===== config.mk =====
export PLATFORM = sky130hd
export DESIGN_NAME = rse_encoder
export DESIGN_NICKNAME = d
export VERILOG_FILES = /design/src/verilog/rse_encoder.v /design/src/verilog/rse_gf_mul.v
export VERILOG_INCLUDE_DIRS = /design/src /design/src/pkg
export SDC_FILE = /design/constraint.sdc
export NUM_CORES = 2
export LEC_CHECK = 0
export ABC_AREA = 1
export BUFFER_PORTS_ARGS = -buffer_cell sky130_fd_sc_hd__buf_2
export CAP_MARGIN = 15
export CORE_AREA = 4 4 267 269
export DETAILED_ROUTE_END_ITERATION = 7
export DIE_AREA = 0 0 271 273
export PLACE_DENSITY = 0.86
export REMOVE_ABC_BUFFERS = 1
export SYNTH_ARGS = -nofsm -noshare
export SYNTH_HDL_FRONTEND = slang
export SYNTH_SLANG_ARGS = --single-unit

===== constraint.sdc =====
create_clock -name SYS_CLK -period 6.8 [get_ports SYS_CLK]
set_input_delay 1.36 -clock SYS_CLK [delete_from_list [all_inputs] [get_ports SYS_CLK]]
set_output_delay 1.36 -clock SYS_CLK [all_outputs]
set_load 0.03 [all_outputs]

===== src/pkg/rse_consts.vh =====
`ifndef RSE_CONSTS_VH
`define RSE_CONSTS_VH
// ==========================================================================
// defaults
`define RSE_SYM_W_DEF 8
`define RSE_N_DEF 204
`define RSE_R_DEF 16
`define RSE_FIELD_DEF 285
`define RSE_GENSTART_DEF 0
`define RSE_CNT_W_DEF 8
`define RSE_SYM_W_MIN 4
`define RSE_SYM_W_MAX 8
// ==========================================================================
// timing
`define RSE_LATENCY 2
// ==========================================================================
// states
`define RSE_ST_INIT 2'h0
`define RSE_ST_DATA 2'h1
`define RSE_ST_CHK 2'h2
`endif


===== src/verilog/rse_encoder.v =====
// Contract
// RULE_01: symbol width four to eight bits
// RULE_02: information symbols first, then check symbols
// RULE_03: arithmetic in chosen valid field
// RULE_04: codeword length at most 2^m minus 1
// RULE_05: check count is twice corrected errors
// RULE_06: first generator root is a parameter
// RULE_07: two symbol clocks input to output
// RULE_08: one symbol per clock, single clock
// RULE_09: any block length, one build
// RULE_10: bursts and continuous streams both work
// RULE_11: defaults give 188 plus 16 check
// RULE_12: generator is product of root factors
// RULE_13: remainder in feedback register per symbol
`include "rse_consts.vh"
module rse_encoder #(
    parameter SYM_W = `RSE_SYM_W_DEF,
    parameter N = `RSE_N_DEF,
    parameter R = `RSE_R_DEF,
    parameter FIELD = `RSE_FIELD_DEF,
    parameter GENSTART = `RSE_GENSTART_DEF,
    parameter CNT_W = `RSE_CNT_W_DEF
) (
    input wire SYS_CLK,
    input wire RST_N,
    input wire [SYM_W-1:0] IN_DATA,
    input wire IN_VALID,
    input wire IN_LAST,
    output reg IN_READY,
    output reg [SYM_W-1:0] OUT_DATA,
    output reg OUT_VALID,
    output reg OUT_CHECK,
    output reg OUT_LAST,
    output reg CFG_ERR
);
    localparam W = SYM_W;
    localparam [W:0] FLD = FIELD[W:0];

    // ======================================================================
    // elaboration-time field helpers
    function integer alpha_pow;
        input integer e;
        integer k;
        integer v;
        begin
            v = 1;
            for (k = 0; k < e; k = k + 1) begin
                v = v << 1;
                if (v >= (1 << W)) begin
                    v = v ^ FIELD;
                end
            end
            alpha_pow = v;
        end
    endfunction

    function integer field_ok;
        input integer dummy;
        integer k;
        integer v;
        integer first;
        begin
            v = 1;
            first = 0;
            for (k = 1; k < (1 << W); k = k + 1) begin
                v = v << 1;
                if (v >= (1 << W)) begin
                    v = v ^ FIELD;
                end
                if (v == 1 && first == 0) begin
                    first = k;
                end
            end
            field_ok = (first == (1 << W) - 1) &&
                (FIELD >= (1 << W)) && (FIELD < (2 << W)) && (dummy == 0);
        end
    endfunction

    localparam CFG_OK = (W >= `RSE_SYM_W_MIN) && // RULE_01
        (W <= `RSE_SYM_W_MAX) &&
        (N <= (1 << W) - 1) && // RULE_04
        (R >= 2) && (R % 2 == 0) && (R < N) && // RULE_05
        (N < (1 << CNT_W)) &&
        (field_ok(0) != 0); // RULE_03
    localparam integer ROOT0_I = alpha_pow(GENSTART);
    localparam integer INFO_MAX_I = N - R - 1;
    localparam integer R_LAST_I = R - 1;
    localparam [W-1:0] ROOT0 = ROOT0_I[W-1:0]; // RULE_06
    localparam [CNT_W-1:0] INFO_MAX = INFO_MAX_I[CNT_W-1:0]; // RULE_11
    localparam [CNT_W-1:0] R_LAST = R_LAST_I[CNT_W-1:0];
    localparam [CNT_W-1:0] CNT_ONE = {{(CNT_W-1){1'b0}}, 1'b1};
    localparam [W-1:0] SYM_ONE = {{(W-1){1'b0}}, 1'b1};

    // ======================================================================
    // state
    reg [1:0] state_r;
    reg [1:0] state_nxt;
    reg [CNT_W-1:0] cnt_r;
    reg [CNT_W-1:0] cnt_nxt;
    reg [CNT_W-1:0] info_r;
    reg [CNT_W-1:0] info_nxt;
    reg [W-1:0] root_r;
    reg [W-1:0] root_nxt;
    reg [R*W-1:0] gen_r;
    reg [R*W-1:0] gen_nxt;
    reg [R*W-1:0] lfsr_r;
    reg [R*W-1:0] lfsr_nxt;
    reg [W-1:0] d1_r;
    reg v1_r;
    reg l1_r;
    reg ready_nxt;
    reg [W-1:0] odata_nxt;
    reg ovalid_nxt;
    reg ocheck_nxt;
    reg olast_nxt;

    wire accept;
    wire last_eff;
    wire in_init;
    wire [W-1:0] fb;
    wire [R*W-1:0] prod;
    wire [R*W-1:0] gen_upd;
    wire [R*W-1:0] lfsr_upd;
    wire [R*W-1:0] lfsr_sh;

    assign accept = IN_VALID & IN_READY;
    // block ends on the marker or at the longest codeword
    assign last_eff = IN_LAST | (info_r == INFO_MAX); // RULE_09
    assign in_init = (state_r == `RSE_ST_INIT);
    assign fb = d1_r ^ lfsr_r[R*W-1 -: W]; // RULE_13

    // ======================================================================
    // shared multipliers: generator build, then remainder feedback
    genvar j;
    generate
        for (j = 0; j < R; j = j + 1) begin : g_tap
            wire [W-1:0] ma;
            wire [W-1:0] mb;
            assign ma = in_init ? gen_r[j*W +: W] : fb;
            assign mb = in_init ? root_r : gen_r[j*W +: W];
            rse_gf_mul #(
                .W(W),
                .FIELD(FIELD)
            ) u_mul (
                .a(ma),
                .b(mb),
                .p(prod[j*W +: W])
            );
            if (j == 0) begin : g_lo
                assign gen_upd[W-1:0] = prod[W-1:0]; // RULE_12
                assign lfsr_upd[W-1:0] = prod[W-1:0]; // RULE_13
                assign lfsr_sh[W-1:0] = {W{1'b0}};
            end else begin : g_hi
                assign gen_upd[j*W +: W] =
                    gen_r[(j-1)*W +: W] ^ prod[j*W +: W]; // RULE_12
                assign lfsr_upd[j*W +: W] =
                    lfsr_r[(j-1)*W +: W] ^ prod[j*W +: W]; // RULE_13
                assign lfsr_sh[j*W +: W] = lfsr_r[(j-1)*W +: W];
            end
        end
    endgenerate

    // ======================================================================
    // next state
    always @* begin
        state_nxt = state_r;
        cnt_nxt = cnt_r;
        info_nxt = info_r;
        root_nxt = root_r;
        gen_nxt = gen_r;
        lfsr_nxt = lfsr_r;
        ready_nxt = IN_READY;
        odata_nxt = d1_r;
        ovalid_nxt = 1'b0;
        ocheck_nxt = 1'b0;
        olast_nxt = 1'b0;
        case (state_r)
            `RSE_ST_INIT: begin
                // multiply in one factor (x - alpha^i) per cycle
                if (CFG_OK && cnt_r != R[CNT_W-1:0]) begin
                    gen_nxt = gen_upd; // RULE_12
                    root_nxt = {root_r[W-2:0], 1'b0} ^
                        (root_r[W-1] ? FLD[W-1:0] : {W{1'b0}});
                    cnt_nxt = cnt_r + CNT_ONE;
                end else if (CFG_OK) begin
                    state_nxt = `RSE_ST_DATA;
                    cnt_nxt = {CNT_W{1'b0}};
                    ready_nxt = 1'b1;
                end
            end
            `RSE_ST_DATA: begin
                if (accept) begin
                    info_nxt = last_eff ? {CNT_W{1'b0}} : info_r + CNT_ONE;
                    if (last_eff) begin
                        ready_nxt = 1'b0;
                    end
                end
                // information symbol passes unchanged
                if (v1_r) begin
                    odata_nxt = d1_r; // RULE_02
                    ovalid_nxt = 1'b1; // RULE_08
                    lfsr_nxt = lfsr_upd; // RULE_13
                end
                if (l1_r) begin
                    state_nxt = `RSE_ST_CHK; // RULE_02
                    cnt_nxt = {CNT_W{1'b0}};
                end
            end
            `RSE_ST_CHK: begin
                // remainder leaves highest term first
                odata_nxt = lfsr_r[R*W-1 -: W]; // RULE_02
                ovalid_nxt = 1'b1;
                ocheck_nxt = 1'b1;
                lfsr_nxt = lfsr_sh;
                cnt_nxt = cnt_r + CNT_ONE;
                if (cnt_r == R_LAST) begin
                    olast_nxt = 1'b1; // RULE_05
                    state_nxt = `RSE_ST_DATA;
                    cnt_nxt = {CNT_W{1'b0}};
                    ready_nxt = 1'b1; // RULE_10
                end
            end
            default: begin
                state_nxt = `RSE_ST_INIT;
                ready_nxt = 1'b0;
            end
        endcase
    end

    // ======================================================================
    // registers
    always @(posedge SYS_CLK or negedge RST_N) begin
        if (!RST_N) begin
            state_r <= `RSE_ST_INIT;
            cnt_r <= {CNT_W{1'b0}};
            info_r <= {CNT_W{1'b0}};
            root_r <= ROOT0; // RULE_06
            gen_r <= {{(R-1)*W{1'b0}}, SYM_ONE};
            lfsr_r <= {R*W{1'b0}};
            d1_r <= {W{1'b0}};
            v1_r <= 1'b0;
            l1_r <= 1'b0;
            IN_READY <= 1'b0;
            OUT_DATA <= {W{1'b0}};
            OUT_VALID <= 1'b0;
            OUT_CHECK <= 1'b0;
            OUT_LAST <= 1'b0;
            CFG_ERR <= 1'b0;
        end else begin
            state_r <= state_nxt;
            cnt_r <= cnt_nxt;
            info_r <= info_nxt;
            root_r <= root_nxt;
            gen_r <= gen_nxt;
            lfsr_r <= lfsr_nxt;
            // first of the two pipeline stages
            d1_r <= IN_DATA; // RULE_07
            v1_r <= accept; // RULE_10
            l1_r <= accept & last_eff;
            IN_READY <= ready_nxt;
            OUT_DATA <= odata_nxt; // RULE_07
            OUT_VALID <= ovalid_nxt;
            OUT_CHECK <= ocheck_nxt;
            OUT_LAST <= olast_nxt;
            CFG_ERR <= ~CFG_OK;
        end
    end
endmodule


===== src/verilog/rse_gf_mul.v =====
`include "rse_consts.vh"
// ==========================================================================
// galois field multiplier
module rse_gf_mul #(
    parameter W = `RSE_SYM_W_DEF,
    parameter FIELD = `RSE_FIELD_DEF
) (
    input wire [W-1:0] a,
    input wire [W-1:0] b,
    output reg [W-1:0] p
);
    localparam [W:0] FLD = FIELD[W:0];
    reg [W-1:0] aa;
    integer i;

    // shift and add, reduced by the field polynomial
    always @* begin
        p = {W{1'b0}};
        aa = a;
        for (i = 0; i < W; i = i + 1) begin
            if (b[i]) begin
                p = p ^ aa; // RULE_03
            end
            aa = {aa[W-2:0], 1'b0} ^ (aa[W-1] ? FLD[W-1:0] : {W{1'b0}});
        end
    end
endmodule

==> results <==
- The run finished, with violations left.
- The final reports fail on design-rule violations.
- Hold repair after CTS inserted 0 buffers.
- Once the floorplan was initialized, standard cells occupied 60.0% of the core.
- The width of the chip is around 270 um.
- Ranked by total cell area, the synthesized netlist is headed by sky130_fd_sc_hd__nand2_1 (30%), sky130_fd_sc_hd__dfrtp_1 (18%), sky130_fd_sc_hd__nand3_1 (15%).
- The number of placement rows is 96.
- The number of max-slew violations in the final report came to 0.
- During synthesis, Yosys emitted a total of 0 warnings.
- The synthesized design spends more area on one cell type than any other, namely sky130_fd_sc_hd__nand2_1.
- The final HPWL from detailed placement is approximately 110,000 um.
- The setup-violating endpoint count in the final report is 0.
- The met3 global-route usage is under 10%.
- In the global route stage, met1 resource usage came out at around 47%.
- The core outline area is roughly 69,000 um^2.
- The floorplan step defined a die boundary enclosing 74,000 um^2.
- The post-route netlist has approximately 3.7% of its cells at a drive strength greater than 1.
- In the global route stage, met2 resource usage came out at 60.4%.
- The total congestion overflow is 0.
- The setup TNS is 0 ns.
- After detailed routing, the number of vias per cell comes to 5.78.
- The first detailed-routing pass ran for 8 iterations.
- For this run, design rule violations remaining after detail routing come to 5.
- The post-CTS setup repair buffer count is 0.
- Between clock sinks in the finished design, the worst skew comes to roughly 0.018 ns.
- The main flop type after synthesis is sky130_fd_sc_hd__dfrtp_1.
- The worst path uses between 70% and 80% of the clock period.
- The element type at the critical path start is a flip-flop.
- Setup repair after global routing left no endpoint under its margin.
- The sequential element share of the synthesized area is between 15 and 20%.
- The layout overhead on the synthesized area is 4.76%.
- The share of the synthesized area in the top cell type is around 30%.
- The global placement routability congestion is approximately 1.0.
- At the pin with the least slew margin, the transition time is ~1.3 ns.
- The category of the critical setup timing path is flip-flop to flip-flop.
- The first global-routing pass estimated ~230,000 um of wire.
- Once detail routing completed, the nets flagged for antenna violations numbered 0.
- The chip height is approximately 270 um.
- For this run, the top clock speed supported by timing is 203 MHz.
- The total number of clock tree sinks is between 300 and 400.
- The max capacitance violation total is 0.
- The final hold violation count was 0.
- In this run, synthesis inferred 0 flip-flops with an integrated enable.
- The count of H-tree levels built during CTS is 2.
- The maximum number of pins on one net before global-route repair is 152.
- In this run, CTS created clock tree buffers numbering 39.
- In this run the count of I/O pins placed on the die edge is 25.
- The aggregate routed wire length is 146,000 um.
- The gate count of the mapped netlist is roughly 7,600.
- After detailed routing, the average wire length per cell comes to approximately 17 um.
- After global routing, the most crowded layer is met2.
- The insertion delay to the later sink of the worst-skew pair is slightly below 0.6 ns.
- Data on the critical path arrives at its endpoint at 5.43 ns.
- Of all flip-flops after synthesis, the portion carrying an async set or reset was between 90% and 100%.
- Along the worst path, the maximum fanout reaches 36.
- The number of gates given a new drive strength after cts is 0.
- After synthesis the netlist holds a flip-flop and latch count of a little over 300.
- The net count of the finished layout is 7,563.
- The CTS tree is yes.
- Global routing used 37.5% of the available tracks.
- In this run the deepest clock path goes through 3 buffers.
- The min-delay analysis places its worst path in the category flip-flop to flip-flop.
- Final hold analysis gives a worst-case slack of just under 0.5 ns.
- Input and output buffers added on the ports amount to 23.
- After clock tree synthesis, the clock-pin slew on the worst setup and hold paths is around 0.060 ns.
- The final critical path time including I/O delays and setup is approximately 5 ns.
- The normalized max-slew margin is between 10% and 20%.
- The mean cell area of the mapped netlist is ~5.4 um^2.
- The first routing iteration left about 5,900 violations.
- The final design utilization is 62.9%.
- The master cell of the clock root buffer is sky130_fd_sc_hd__clkbuf_16.
- The count of inserted antenna diode cells is 0.
- The number of distinct standard cells referenced by the synthesized netlist is 49.
- The kind of capture point of the worst setup path is a flip-flop.
- The routed layout has 49,136 vias.
- The number of antenna violations at the first check in global routing was 0.
- The number of global-route vias before repair was around 44,000.
- After synthesis the cells add up to 41,200 um^2.
- For the worst setup path, the data required time is between 7 and 8 ns.
per-stage QoR:
stage / setup WS [ns] / cells / instance area [um^2]
finish: 1.87 / 8501 / 43100
floorplan: -9.30 / 7456 / 40300
CTS: 2.16 / 8501 / 43100
detailed placement: 2.19 / 8434 / 41900
global placement: 2.24 / 8434 / 41900
global route: 1.68 / 8501 / 43100
per-layer routing:
layer / vias to the layer above / share of wire [%]
li1: 23814 / -
met1: 22046 / 39
met2: 2617 / 44
met3: 659 / 10
met4: 0 / 7.5
met5: - / 0
layout make-up:
cell class / instances / area (um^2)
clock inverters: 16 / 133
clock buffers: 51 / 1120
well taps: 931 / 1160
repair buffers: 47 / 343
flip-flops and latches: 304 / 7610
fillers: 6676 / 25500
multi-input cells: 6266 / 29400
inverters: 886 / 3340
state kept, by name, summed over array words and instances, names as in the netlist:
name / flops
OUT_DATA: 8
IN_READY: 1
state_r: 2
OUT_LAST: 1
OUT_CHECK: 1
OUT_VALID: 1
l1_r: 1
info_r: 8
gen_r: 128
root_r: 8
cnt_r: 8
lfsr_r: 128
v1_r: 1
d1_r: 8
final timing paths:
path	endpoint	depth (start not counted)	from	slack, ns
worst max-delay path	lfsr_r[46]	23	state_r[0]	1.87
worst min-delay path	gen_r[89]	2	gen_r[89]	0.49
worst max register to register	lfsr_r[46]	23	state_r[0]	1.87
worst min register to register	gen_r[89]	2	gen_r[89]	0.49
max in group asynchronous	lfsr_r[5]	2	RST_N	4.46
min in group asynchronous	gen_r[125]	1	RST_N	0.85
cell usage after synthesis, types with 3 or more instances:
| library cell | instances |
|---|---|
| sky130_fd_sc_hd__nand4_1 | 108 |
| sky130_fd_sc_hd__nor2_2 | 8 |
| sky130_fd_sc_hd__a21oi_4 | 3 |
| sky130_fd_sc_hd__buf_2 | 67 |
| sky130_fd_sc_hd__xnor2_1 | 222 |
| sky130_fd_sc_hd__nand3_4 | 5 |
| sky130_fd_sc_hd__a21oi_1 | 46 |
| sky130_fd_sc_hd__nand2b_1 | 4 |
| sky130_fd_sc_hd__or2_1 | 16 |
| sky130_fd_sc_hd__nand3_1 | 1201 |
| sky130_fd_sc_hd__buf_6 | 5 |
| sky130_fd_sc_hd__o21bai_1 | 18 |
| sky130_fd_sc_hd__xor2_1 | 267 |
| sky130_fd_sc_hd__inv_2 | 26 |
| sky130_fd_sc_hd__ha_1 | 7 |
| sky130_fd_sc_hd__o21ai_1 | 63 |
| sky130_fd_sc_hd__nand2_1 | 3315 |
| sky130_fd_sc_hd__nand3_2 | 3 |
| sky130_fd_sc_hd__nand3b_1 | 65 |
| sky130_fd_sc_hd__clkinv_1 | 3 |
| sky130_fd_sc_hd__nand2_4 | 3 |
| sky130_fd_sc_hd__dfrtp_1 | 302 |
| sky130_fd_sc_hd__nor2_1 | 559 |
| sky130_fd_sc_hd__nand2_2 | 31 |
| sky130_fd_sc_hd__o21ai_0 | 209 |
| sky130_fd_sc_hd__a21oi_2 | 72 |
| sky130_fd_sc_hd__o211ai_1 | 6 |
| sky130_fd_sc_hd__nor3_1 | 6 |
| sky130_fd_sc_hd__or2_2 | 5 |
| sky130_fd_sc_hd__inv_1 | 857 |
| sky130_fd_sc_hd__buf_1 | 21 |
| sky130_fd_sc_hd__clkbuf_1 | 71 |
| sky130_fd_sc_hd__a31oi_1 | 5 |
| sky130_fd_sc_hd__buf_4 | 16 |
critical path, cell delays in order (launching register included):
cell,delay (ns)
sky130_fd_sc_hd__dfrtp_1,0.39
sky130_fd_sc_hd__inv_1,0.12
sky130_fd_sc_hd__ha_4,0.30
sky130_fd_sc_hd__inv_6,0.46
sky130_fd_sc_hd__nand3_2,0.87
sky130_fd_sc_hd__nand2_1,0.85
sky130_fd_sc_hd__inv_1,0.22
sky130_fd_sc_hd__nand2_1,0.18
sky130_fd_sc_hd__nand2_1,0.08
sky130_fd_sc_hd__nand2_1,0.06
sky130_fd_sc_hd__nand2_1,0.09
sky130_fd_sc_hd__nand2_1,0.07
sky130_fd_sc_hd__nand2_1,0.15
sky130_fd_sc_hd__nand2_1,0.11
sky130_fd_sc_hd__inv_1,0.05
sky130_fd_sc_hd__nand2_1,0.07
sky130_fd_sc_hd__nand2_1,0.05
sky130_fd_sc_hd__nand2_1,0.07
sky130_fd_sc_hd__nand3_1,0.15
sky130_fd_sc_hd__nand2_1,0.17
sky130_fd_sc_hd__nand2_1,0.07
sky130_fd_sc_hd__nand2_1,0.11
sky130_fd_sc_hd__nand3_1,0.07
sky130_fd_sc_hd__nand2_1,0.09
logic make-up after synthesis:
kind of cell | after synthesis | synth area share [%]
and+or+nand+nor | 5335 | 54.3
buffers and inverters | 1067 | 10.2
xor gates and xnor gates | 494 | 10.6
AOI/OAI and AO/OA | 429 | 6.18
DFF | 304 | 18.5
adders and majority gates | 7 | 0.213
other | 1 | 0.00911
cell usage in the layout, fill, tap and decap left out, drive strengths merged, types with 2 or more instances in the layout:
| master | Yosys | final |
|---|---|---|
| o211ai | 6 | 6 |
| inv | 883 | 883 |
| clkinvlp | 0 | 5 |
| nor2 | 569 | 569 |
| o21ai | 273 | 273 |
| dfrtp | 302 | 302 |
| xnor2 | 224 | 224 |
| xor2 | 269 | 269 |
| nand4 | 108 | 108 |
| a21oi | 121 | 121 |
| nor3b | 2 | 2 |
| ha | 7 | 7 |
| nand3 | 1209 | 1209 |
| buf | 110 | 47 |
| nor3 | 6 | 6 |
| dfstp | 2 | 2 |
| nand2 | 3349 | 3349 |
| a31oi | 5 | 5 |
| o21bai | 18 | 18 |
| o22ai | 2 | 2 |
| clkbuf | 71 | 51 |
| nand2b | 4 | 4 |
| nand3b | 65 | 65 |
| or2 | 23 | 23 |
| clkinv | 3 | 13 |
Power is left out: the tool's default activity adds up to more than one toggle a clock period on the data nets, which glitch-free logic cannot reach.
